## config.mk

```make
export PLATFORM = sky130hd
export DESIGN_NAME = ccr_top
export DESIGN_NICKNAME = d
export VERILOG_FILES = /design/src/design/ccr_pkg.sv /design/src/design/ccr_field_reg.sv /design/src/design/ccr_apb_if.sv /design/src/design/ccr_top.sv
export SDC_FILE = /design/constraint.sdc
export NUM_CORES = 1
export LEC_CHECK = 0
export BUFFER_PORTS_ARGS = -buffer_cell sky130_fd_sc_hd__buf_4
export CORE_MARGIN = 10
export CORE_UTILIZATION = 48
export DETAILED_ROUTE_END_ITERATION = 6
export GPL_TIMING_DRIVEN = 0
export PLACE_DENSITY = 0.87
export SYNTH_ARGS = -nofsm -noshare
export SYNTH_HDL_FRONTEND = slang
export SYNTH_SLANG_ARGS = --single-unit
```

## constraint.sdc

```tcl
create_clock -name clk -period 1.35 [get_ports clk]
set_clock_uncertainty 0.1 [all_clocks]
set_input_delay 0.0675 -clock clk [delete_from_list [all_inputs] [get_ports clk]]
set_output_delay 0.0675 -clock clk [all_outputs]
set_load 0.03 [all_outputs]
```

## src/design/ccr_pkg.sv

```systemverilog
// Constants, reset values and helpers for the channel calibration and configuration register bank
// Functional notes
// RL1: Each channel's offset correction is a 24-bit two's complement word built from all 16 high bits and the low register's upper byte.
// RL2: Both offset correction halves reset to zero, so no offset is applied until software writes one.
// RL3: Each gain correction is a 24-bit unsigned word from 0.0 to just under 2.0, built from the high register and the low register's upper byte.
// RL4: The high gain register resets to 8000h and the low one to zero, giving unity gain.
// RL5: Bits 7 down to 0 of every low-half calibration register always read as zero.
// RL6: Configuration bits 15 down to 6 are a 10-bit two's complement phase delay in modulator clock cycles.
// RL7: Configuration bits 5 down to 3 always read as zero.
// RL8: Configuration bit 2 clear leaves the DC-block filter under the global setting, set disables it for this channel alone.
// RL9: Configuration bits 1 down to 0 pick the input: pin pair, shorted, positive DC test or negative DC test.
// RL10: The configuration register resets to zero.
// RL11: Writes into reserved bit positions are ignored so those bits keep reading zero.
package ccr_pkg;

  localparam int REG_W    = 16;
  localparam int CAL_W    = 24;
  localparam int PHASE_W  = 10;
  localparam int NUM_REGS = 7;
  localparam int IDX_W    = 6;

  // Register indices; byte address is four times the index
  localparam logic [IDX_W-1:0] IDX_A_OFS_HI  = 6'h1E;
  localparam logic [IDX_W-1:0] IDX_A_OFS_LO  = 6'h1F;
  localparam logic [IDX_W-1:0] IDX_A_GAIN_HI = 6'h20;
  localparam logic [IDX_W-1:0] IDX_A_GAIN_LO = 6'h21;
  localparam logic [IDX_W-1:0] IDX_B_CFG     = 6'h22;
  localparam logic [IDX_W-1:0] IDX_B_OFS_HI  = 6'h23;
  localparam logic [IDX_W-1:0] IDX_B_OFS_LO  = 6'h24;

  // Slot numbers inside the bank, index minus the first index
  localparam int SLOT_A_OFS_HI  = 0;
  localparam int SLOT_A_OFS_LO  = 1;
  localparam int SLOT_A_GAIN_HI = 2;
  localparam int SLOT_A_GAIN_LO = 3;
  localparam int SLOT_B_CFG     = 4;
  localparam int SLOT_B_OFS_HI  = 5;
  localparam int SLOT_B_OFS_LO  = 6;

  localparam logic [REG_W-1:0] RST_OFS_HI  = 16'h0000;
  localparam logic [REG_W-1:0] RST_OFS_LO  = 16'h0000;
  localparam logic [REG_W-1:0] RST_GAIN_HI = 16'h8000;
  localparam logic [REG_W-1:0] RST_GAIN_LO = 16'h0000;
  localparam logic [REG_W-1:0] RST_CFG     = 16'h0000;

  // Writable bits; everything else is reserved and reads zero
  localparam logic [REG_W-1:0] WMASK_HI  = 16'hFFFF;
  localparam logic [REG_W-1:0] WMASK_LO  = 16'hFF00;
  localparam logic [REG_W-1:0] WMASK_CFG = 16'hFFC7;

  // Slot 0 in the lowest position
  localparam logic [NUM_REGS-1:0][REG_W-1:0] RST_TAB = {
    RST_OFS_LO, RST_OFS_HI, RST_CFG, RST_GAIN_LO, RST_GAIN_HI, RST_OFS_LO, RST_OFS_HI};
  localparam logic [NUM_REGS-1:0][REG_W-1:0] WMASK_TAB = {
    WMASK_LO, WMASK_HI, WMASK_CFG, WMASK_LO, WMASK_HI, WMASK_LO, WMASK_HI};

  localparam int LO_FIELD_LSB = 8;
  localparam int PHASE_LSB    = 6;
  localparam int PHASE_MSB    = 15;
  localparam int DCOFF_BIT    = 2;
  localparam int SEL_LSB      = 0;
  localparam int SEL_MSB      = 1;

  localparam logic [1:0] SEL_PINS     = 2'h0;
  localparam logic [1:0] SEL_SHORTED  = 2'h1;
  localparam logic [1:0] SEL_POS_TEST = 2'h2;
  localparam logic [1:0] SEL_NEG_TEST = 2'h3;

  function automatic logic [CAL_W-1:0] cal_join(input logic [REG_W-1:0] hi, input logic [REG_W-1:0] lo);
    return {hi, lo[REG_W-1:LO_FIELD_LSB]};
  endfunction

  function automatic logic [IDX_W-1:0] idx_of(input logic [7:0] addr);
    return addr[7:2];
  endfunction

endpackage

```

## src/design/ccr_field_reg.sv

```systemverilog
// One 16-bit software register with a writable mask and byte strobes
`timescale 1ns/1ps
module ccr_field_reg #(
  parameter logic [15:0] RST   = 16'h0000,
  parameter logic [15:0] WMASK = 16'hFFFF
) (
  input  wire logic        clk,
  input  wire logic        nrst,
  input  wire logic        wr_en,
  input  wire logic [1:0]  strb,
  input  wire logic [15:0] wdata,
  output logic      [15:0] q
);

  logic [15:0] q_r;
  logic [15:0] lane_m;

  assign lane_m = WMASK & {{8{strb[1]}}, {8{strb[0]}}};
  assign q      = q_r;

  always_ff @(posedge clk or negedge nrst) begin
    if (!nrst) begin
      q_r <= RST & WMASK; // RL2 RL4 RL10
    end else if (wr_en) begin
      q_r <= (q_r & ~lane_m) | (wdata & lane_m); // RL11
    end
  end

endmodule // ccr_field_reg

```

## src/design/ccr_apb_if.sv

```systemverilog
// APB slave front end: address decode, strobes and error answer
`timescale 1ns/1ps
module ccr_apb_if #(
  parameter int ADDR_W = 8
) (
  input  wire logic                          psel,
  input  wire logic                          penable,
  input  wire logic                          pwrite,
  input  wire logic [ADDR_W-1:0]             paddr,
  output logic                               pready,
  output logic                               pslverr,
  output logic                               wr_stb,
  output logic                               setup_rd,
  output logic                               hit,
  output logic [ccr_pkg::NUM_REGS-1:0]       slot_sel
);

  logic [ccr_pkg::IDX_W-1:0] idx;
  logic [ccr_pkg::IDX_W-1:0] slot;
  logic                      access;

  assign idx    = ccr_pkg::idx_of(paddr[7:0]);
  assign slot   = idx - ccr_pkg::IDX_A_OFS_HI;
  // Misaligned or higher-page addresses are unmapped
  assign hit    = (paddr[1:0] == 2'h0) && ((paddr >> 8) == '0) &&
                  (idx >= ccr_pkg::IDX_A_OFS_HI) && (idx <= ccr_pkg::IDX_B_OFS_LO);
  assign access = psel & penable;

  // Zero wait states; read data is latched in the setup cycle
  assign pready   = access;
  assign pslverr  = access & ~hit;
  assign wr_stb   = access & pwrite & hit;
  assign setup_rd = psel & ~penable & ~pwrite;

  always_comb begin
    slot_sel = '0;
    if (hit) begin
      slot_sel[slot[2:0]] = 1'b1;
    end
  end

endmodule // ccr_apb_if

```

## src/design/ccr_top.sv

```systemverilog
// Calibration and configuration register bank for two converter channels
`timescale 1ns/1ps
module ccr_top #(
  parameter int ADDR_W = 8
) (
  input  wire logic                          clk,
  input  wire logic                          nrst,
  input  wire logic                          psel,
  input  wire logic                          penable,
  input  wire logic                          pwrite,
  input  wire logic [ADDR_W-1:0]             paddr,
  input  wire logic [31:0]                   pwdata,
  input  wire logic [3:0]                    pstrb,
  output logic      [31:0]                   prdata,
  output logic                               pready,
  output logic                               pslverr,
  input  wire logic                          global_dc_filter_setting,
  output logic      [ccr_pkg::CAL_W-1:0]     chan_a_offset,
  output logic      [ccr_pkg::CAL_W-1:0]     chan_a_gain,
  output logic      [ccr_pkg::CAL_W-1:0]     chan_b_offset,
  output logic      [ccr_pkg::PHASE_W-1:0]   chan_b_phase_delay,
  output logic                               chan_b_dc_filter_off,
  output logic                               chan_b_dc_filter_active,
  output logic      [1:0]                    chan_b_input_select,
  output logic                               chan_b_sel_pins,
  output logic                               chan_b_sel_shorted,
  output logic                               chan_b_sel_pos_test,
  output logic                               chan_b_sel_neg_test
);

  logic                                             wr_stb;
  logic                                             setup_rd;
  logic                                             hit;
  logic [ccr_pkg::NUM_REGS-1:0]                     slot_sel;
  logic [ccr_pkg::NUM_REGS-1:0][ccr_pkg::REG_W-1:0] reg_q;
  logic [ccr_pkg::REG_W-1:0]                        rd_word;
  logic [31:0]                                      prdata_r;
  logic [ccr_pkg::REG_W-1:0]                        cfg;

  logic [ccr_pkg::CAL_W-1:0]   a_ofs_r;
  logic [ccr_pkg::CAL_W-1:0]   a_gain_r;
  logic [ccr_pkg::CAL_W-1:0]   b_ofs_r;
  logic [ccr_pkg::PHASE_W-1:0] b_phase_r;
  logic                        b_dcoff_r;
  logic                        b_dcact_r;
  logic [1:0]                  b_sel_r;
  logic [3:0]                  b_sel_hot_r;

  ccr_apb_if #(
    .ADDR_W (ADDR_W)
  ) u_apb (
    .psel     (psel),
    .penable  (penable),
    .pwrite   (pwrite),
    .paddr    (paddr),
    .pready   (pready),
    .pslverr  (pslverr),
    .wr_stb   (wr_stb),
    .setup_rd (setup_rd),
    .hit      (hit),
    .slot_sel (slot_sel)
  );

  // Registers are 16 bits wide, so only the two low byte lanes matter
  for (genvar i = 0; i < ccr_pkg::NUM_REGS; i++) begin : g_reg
    ccr_field_reg #(
      .RST   (ccr_pkg::RST_TAB[i]),
      .WMASK (ccr_pkg::WMASK_TAB[i])
    ) u_reg (
      .clk   (clk),
      .nrst  (nrst),
      .wr_en (wr_stb & slot_sel[i]),
      .strb  (pstrb[1:0]),
      .wdata (pwdata[ccr_pkg::REG_W-1:0]),
      .q     (reg_q[i])
    );
  end

  // Read mask keeps reserved bits at zero even if a store ever held them
  always_comb begin
    rd_word = '0;
    for (int i = 0; i < ccr_pkg::NUM_REGS; i++) begin
      if (slot_sel[i]) begin
        rd_word = reg_q[i] & ccr_pkg::WMASK_TAB[i]; // RL5 RL7
      end
    end
  end

  // Unmapped reads return zero alongside pslverr
  always_ff @(posedge clk or negedge nrst) begin
    if (!nrst) begin
      prdata_r <= 32'h0000_0000;
    end else if (setup_rd) begin
      prdata_r <= hit ? {16'h0000, rd_word} : 32'h0000_0000;
    end
  end

  assign prdata = prdata_r;
  assign cfg    = reg_q[ccr_pkg::SLOT_B_CFG];

  // Calibration words; each half takes effect on its own write
  always_ff @(posedge clk or negedge nrst) begin
    if (!nrst) begin
      a_ofs_r  <= {ccr_pkg::RST_OFS_HI, ccr_pkg::RST_OFS_LO[ccr_pkg::REG_W-1:ccr_pkg::LO_FIELD_LSB]};
      a_gain_r <= {ccr_pkg::RST_GAIN_HI, ccr_pkg::RST_GAIN_LO[ccr_pkg::REG_W-1:ccr_pkg::LO_FIELD_LSB]};
      b_ofs_r  <= {ccr_pkg::RST_OFS_HI, ccr_pkg::RST_OFS_LO[ccr_pkg::REG_W-1:ccr_pkg::LO_FIELD_LSB]};
    end else begin
      a_ofs_r  <= ccr_pkg::cal_join(reg_q[ccr_pkg::SLOT_A_OFS_HI], reg_q[ccr_pkg::SLOT_A_OFS_LO]); // RL1
      a_gain_r <= ccr_pkg::cal_join(reg_q[ccr_pkg::SLOT_A_GAIN_HI], reg_q[ccr_pkg::SLOT_A_GAIN_LO]); // RL3
      b_ofs_r  <= ccr_pkg::cal_join(reg_q[ccr_pkg::SLOT_B_OFS_HI], reg_q[ccr_pkg::SLOT_B_OFS_LO]); // RL1
    end
  end

  always_ff @(posedge clk or negedge nrst) begin
    if (!nrst) begin
      b_phase_r <= 10'h000;
      b_dcoff_r <= 1'b0;
      b_dcact_r <= 1'b0;
      b_sel_r   <= ccr_pkg::SEL_PINS;
    end else begin
      b_phase_r <= cfg[ccr_pkg::PHASE_MSB:ccr_pkg::PHASE_LSB]; // RL6
      b_dcoff_r <= cfg[ccr_pkg::DCOFF_BIT];
      b_dcact_r <= global_dc_filter_setting & ~cfg[ccr_pkg::DCOFF_BIT]; // RL8
      b_sel_r   <= cfg[ccr_pkg::SEL_MSB:ccr_pkg::SEL_LSB];
    end
  end

  // One-hot input routing for the front-end switch matrix
  always_ff @(posedge clk or negedge nrst) begin
    if (!nrst) begin
      b_sel_hot_r <= 4'h1;
    end else begin
      case (cfg[ccr_pkg::SEL_MSB:ccr_pkg::SEL_LSB]) // RL9
        ccr_pkg::SEL_PINS:     b_sel_hot_r <= 4'h1;
        ccr_pkg::SEL_SHORTED:  b_sel_hot_r <= 4'h2;
        ccr_pkg::SEL_POS_TEST: b_sel_hot_r <= 4'h4;
        ccr_pkg::SEL_NEG_TEST: b_sel_hot_r <= 4'h8;
        default:               b_sel_hot_r <= 4'h1;
      endcase
    end
  end

  assign chan_a_offset           = a_ofs_r;
  assign chan_a_gain             = a_gain_r;
  assign chan_b_offset           = b_ofs_r;
  assign chan_b_phase_delay      = b_phase_r;
  assign chan_b_dc_filter_off    = b_dcoff_r;
  assign chan_b_dc_filter_active = b_dcact_r;
  assign chan_b_input_select     = b_sel_r;
  assign chan_b_sel_pins         = b_sel_hot_r[0];
  assign chan_b_sel_shorted      = b_sel_hot_r[1];
  assign chan_b_sel_pos_test     = b_sel_hot_r[2];
  assign chan_b_sel_neg_test     = b_sel_hot_r[3];

endmodule // ccr_top

```

# Word level (Yosys, flattened, before mapping)
# Index checks and enable logic that the tools add are counted.
[op_classes] addsub=1 mul=0 n_div=0 n_lt_le_gt_ge=4 n_eq_ne=3 n_shift=0 muxes=12 bitwise=38 reduce_logical=5
[op_table] op="$and A16 B16 Y16" count=10
[op_table] op="$mux W16" count=8
[op_table] op="$or A16 B16 Y16" count=7
[op_table] op="$not A16 Y16" count=3
[op_table] op="$pmux W4 S4" count=1
[op_table] op="$and A1 B1 Y1" count=14
[op_table] op="$mux W7" count=1
[op_table] op="$ge A6 B5 Y1 const B" count=1
[op_table] op="$le A6 B6 Y1 const B" count=1
[op_table] op="$eq A2 B2 Y1 const B" count=2
[op_table] op="$logic_not A2 Y1" count=2
[op_table] op="$lt A3 B4 Y1 const B" count=1
[op_table] op="$not A1 Y1" count=4
[op_table] op="$demux W1 S3" count=1
[op_table] op="$ge A3 B1 Y1 const B" count=1
[op_table] op="$logic_and A1 B1 Y1" count=3
[op_table] op="$sub A3 B3 Y3 const B" count=1
[op_table] op="$eq A2 B1 Y1 const B" count=1
[op_table] op="$mux W1" count=1
[totals] ff_bits=234 latchBits=0 ramBits=0 romBits=0 inputBits=50 out_inout_bits=124 elab_cells=79 mem_count=0

# Longest topological paths before layout
[logic_depth] word_depth=14 depth_mapped=7 ltp_nobuf=4

# By module
# From an unflattened synthesis, not the netlist that was laid out.
[unflattened] hier_cells=519 hier_area_um2=7303.3
[modules_own_cells] mod="ccr_top" n_inst=1 cells_each=284 area_each_um2=3768.6 seq_area_each_um2=2655.0
[modules_own_cells] mod="ccr_field_reg at g_reg[0].u_reg ..." n_inst=2 cells_each=34 area_each_um2=593.1 seq_area_each_um2=400.4
[modules_own_cells] mod="ccr_field_reg at g_reg[1].u_reg ..." n_inst=3 cells_each=26 area_each_um2=360.3 seq_area_each_um2=200.2
[modules_own_cells] mod="ccr_field_reg at g_reg[2].u_reg" n_inst=1 cells_each=34 area_each_um2=594.3 seq_area_each_um2=401.6
[modules_own_cells] mod="ccr_field_reg at g_reg[4].u_reg" n_inst=1 cells_each=32 area_each_um2=508.0 seq_area_each_um2=325.3
[modules_own_cells] mod="ccr_apb_if" n_inst=1 cells_each=23 area_each_um2=165.2 seq_area_each_um2=0.0

# Least setup slack after synthesis
# No wires, ideal clock.
[synth_timing] path_kind="input-to-reg" startpoint="in paddr[6]" endpoint="reg (tool-made name)" setup_ns=0.125 t_arrival_ns=1.842 required_time_ns=1.125 setup_slack_ns=-0.718 path_stages=7 path_buffers=3 cell_sequence="or3b_1 -> buf_6 -> or4b_4 -> buf_6 -> or2_1 -> buf_6 -> mux2_4"
[synth_lines] item="start, declared" line_no="ccr_top.sv:11" text="input wire logic [ADDR_W-1:0] paddr,"

==> run summary <==
OUTCOME
-------------------------------------------------------------------------------------
Run status                                                               complete, but fails checks
Violated checks                                                          hold timing, setup timing

ROUTE
-------------------------------------------------------------------------------------
Count of nets left with antenna violations after detail routing                     0
Total length of routed wires                                                 21100 µm
Final routed DRC violation total                                                    0
Starting DRC count in detailed routing                                            397
Detailed Routing Iterations Pass 1                                                  5
Via Count                                                                        5181
Via density per instance                                                         5.68
Final routed wire length divided by cell count                                23.1 µm

DIE
-------------------------------------------------------------------------------------
I/O pin total                                                                     174
Starting density of the core                                                    49.5%
Area of the core                                                            14600 µm²
Die outline height                                                             143 µm
Die ar.                                                                     20400 µm²
Die X-Extent                                                                   143 µm
FP Rows                                                                            44

LOGIC SYNTHESIS
-------------------------------------------------------------------------------------
Count of mapped cells out of synthesis                                            500
Share of flip-flops with an asynchronous set or reset                            100%
EDFF count, synth                                                                   0
Yosys reg bits                                                                    191
Synth warn                                                                          0
Average cell area after synthesis                                            14.5 µm²
Top flip-flop cell by instance count after synthesis                          dfrtp_1
Proportion of synthesized chip area in sequential cells                         66.0%
Netlist cell types                                                                 44
Combined area of all synthesized cells                                       7240 µm²

CELLS AND AREA
-------------------------------------------------------------------------------------
Area overhead of the layout relative to synthesis                               36.8%
Final net count                                                                   765
Fraction of final layout cells sized beyond drive strength 1                    49.9%
# diodes                                                                            0
Final standard cell count with taps included and fillers excluded                 912

TIMING
-------------------------------------------------------------------------------------
Worst hold margin                                                         -0.00105 ns
Final Worst Setup Slack                                                     -0.249 ns
Max-slew headroom at the worst pin                                              51.3%
Setup_tns                                                                    -8.65 ns
# setup viols final                                                                65
Post-route fraction of the period consumed by the critical path                  118%
Worst slew pin tran                                                          0.727 ns
Final number of hold-violating endpoints                                            1
Unrepaired setup endpoints after global routing                                  true
Post-layout min period                                                        1.60 ns
Final max-slew violation count                                                      0
Maximum operating frequency                                                   625 MHz

PLACED DESIGN
-------------------------------------------------------------------------------------
Placer congestion estimate                                                      0.918
Half-perimeter wire length after placement                                   14300 µm
Post-Place Cells                                                                  838
Number of buffers inserted by port buffering                                      138

CTS
-------------------------------------------------------------------------------------
Clock tree from TritonCTS                                                         yes
Clock sinks                                                                       191
Deepest clock path buffer count                                                     2
Number of buffers created by CTS                                                   17
Clock-pin slew of the registers on the worst-case setup and hold paths        0.07 ns
H-tree depth                                                                        4
Library cell used as clock root buffer                                      clkbuf_16
Clock latency at the later pin of the worst-skew pair                         0.44 ns

GRT
-------------------------------------------------------------------------------------
Via count of the first global-routing pass                                       5554
Sum of overflow across all layers after global routing                              0
Global-route wire length before repair                                       31600 µm
Number of antenna violations at the first check in global routing                   0
Largest net degree at the start of global routing                                 120
Global-route usage over all layers                                              20.3%

CRITICAL PATH
-------------------------------------------------------------------------------------
Critical Path Fanout Max                                                            8
Data arrival time of the critical path                                        1.82 ns
Category of the worst setup path capture point                               register
Data required time of the critical path                                       1.57 ns
Startpoint kind of the worst setup timing path                           primary input
WS Path Type                                                                   in2reg

HOLD PATH
-------------------------------------------------------------------------------------
Worst hold path class                                                          in2reg

FLOW RUN
-------------------------------------------------------------------------------------
Number of max-cap violations                                                        0

POWER
-------------------------------------------------------------------------------------
Pwr Density                                                               1150 nW/µm²
Worst vdd ir                                                                  1.03 mV
Leak                                                                          5.12 nW

-- metrics by stage --
step | utilization [%] | worst slack, ns | hold WS, ns | instance area, µm² | power, mW
floorplan | - | -0.717 | -0.328 | 7320 | 6.22
detailed placement | 58.9 | -1.12 | -0.0477 | 8620 | 6.57
CTS | 66.3 | -0.368 | -0.0292 | 9700 | 11.4
global placement | 58.7 | -0.934 | 0.208 | 8590 | 6.53
global route | 67.7 | -0.255 | 0.0398 | 9910 | 11.8
finish | 67.7 | -0.249 | -0.00105 | 9910 | 11.4
-- where the power goes --
group,total (mW),internal [mW],switching [mW]
clock network,4.83,2.70,2.12
logic,0.825,0.305,0.520
registers,5.79,5.77,0.0278
total,11.4,8.77,2.67
-- final timing paths --
| check | from | end | slack [ns] | depth (start not counted) |
|---|---|---|---|---|
| setup / recovery | paddr[5] | register | -0.25 | 6 |
| hold / removal | paddr[2] | prdata[3] | -0.001 | 4 |
| setup reg to reg | register | prdata[11] | -0.13 | 4 |
| hold reg to reg | register | chan_a_gain[23] | 0.28 | 0 |
| max in group asynchronous | nrst | chan_a_gain[23] | 0.30 | 3 |
| min in group asynchronous | nrst | b_sel_hot_r[2] | 0.09 | 2 |
-- kinds of logic (layout without fill, tap and decap cells) --
| logic type | count (synthesis) | count (layout) | synth area share (%) |
|---|---|---|---|
| flops | 191 | 191 | 66.0 |
| simple gates | 97 | 97 | 8.45 |
| mux | 85 | 85 | 13.6 |
| compound gates | 75 | 75 | 7.95 |
| buf+inv | 51 | 264 | 3.89 |
| other cells | 1 | 16 | 0.0518 |
-- cell type report --
class | count | area [µm²]
buffer | 32 | 220
clock buffer | 21 | 470
clock inverter | 11 | 104
fill | 979 | 4730
inverter | 10 | 37.5
multi-input combinational | 273 | 2470
sequential | 191 | 4780
tap | 184 | 230
timing repair buffer | 190 | 1590
-- routing by layer --
layer | vias up | routed length (µm) | GRT usage, %
li1 | 2224 | - | -
met2 | 281 | 10600 | 34.0
met3 | 49 | 1990 | 6.33
met5 | - | 0 | 0
met4 | 0 | 557 | 8.14
met1 | 2627 | 7930 | 24.0
-- cells in the mapped netlist, types with 2 or more instances --
cell / count / share of area (%)
a211o_1: 8 / 0.97
a21oi_1: 8 / 0.55
a22o_1: 2 / 0.24
a22oi_1: 8 / 0.83
a41oi_1: 8 / 0.97
and2_1: 11 / 0.95
and3_1: 2 / 0.17
buf_4: 16 / 1.7
buf_6: 4 / 0.62
clkbuf_1: 20 / 1.0
dfrtp_1: 188 / 65
dfstp_2: 3 / 1.1
inv_1: 10 / 0.52
mux2_2: 77 / 12
mux2_4: 8 / 1.7
nand2_1: 23 / 1.2
nand4_1: 10 / 0.86
nor2_1: 10 / 0.52
nor2b_1: 3 / 0.26
nor3_1: 5 / 0.35
nor3b_1: 2 / 0.21
nor4bb_1: 16 / 2.2
o21ai_0: 3 / 0.21
o221ai_1: 8 / 0.97
o22a_1: 5 / 0.60
o22ai_1: 9 / 0.78
o31ai_1: 13 / 1.3
or2_2: 2 / 0.17
or3b_2: 2 / 0.24
or4b_1: 2 / 0.28
-- what timing repair did --
action | in CTS | in global routing
pin swaps | 5 | 11
setup endpoints to repair | 102 | 194
hold buffers | 18 | 1
gates resized for setup | 42 | 50
gates cloned | 0 | 1
endpoints found under the hold margin | 160 | 1
setup buffers | 21 | 10
-- critical path, cell delays in order --
cell and delay, ns:
buf_6 0.10, or3b_4 0.43, or4b_4 0.52, or2_1 0.24, buf_6 0.16, mux2_4 0.30
-- layout by cell type (no fill, tap or decap), types with 3 or more instances in the layout --
cell           netlist  routed
dfrtp_1            188     188
inv_1               10      10
clkinv_2             0       3
o22a_1               5       5
a21oi_1              8       8
buf_4               16     167
nor2_1              10       8
nor3_2               0       4
clkbuf_2             0       8
a41oi_1              8       3
nor2b_1              3       3
o221ai_1             8       8
a22oi_1              8       8
clkbuf_16            0      18
o22ai_1              9       6
and2_1              11      11
dfstp_2              3       3
or4b_4               1       3
clkbuf_1            20       4
buf_6                4      20
nand2_1             23      18
dlygate4sd3_1        0      19
clkbuf_8             0       3
conb_1               1      16
mux2_4               8       8
a41oi_2              0       5
nand4_1             10      10
o22ai_2              0       3
mux2_2              77      77
inv_6                0       4
o31ai_2              0       9
o21ai_1              0       3
nand2_2              0       4
nor4bb_1            16      16
a211o_1              8       8
Note: power is estimated with default switching activity, not from simulation.
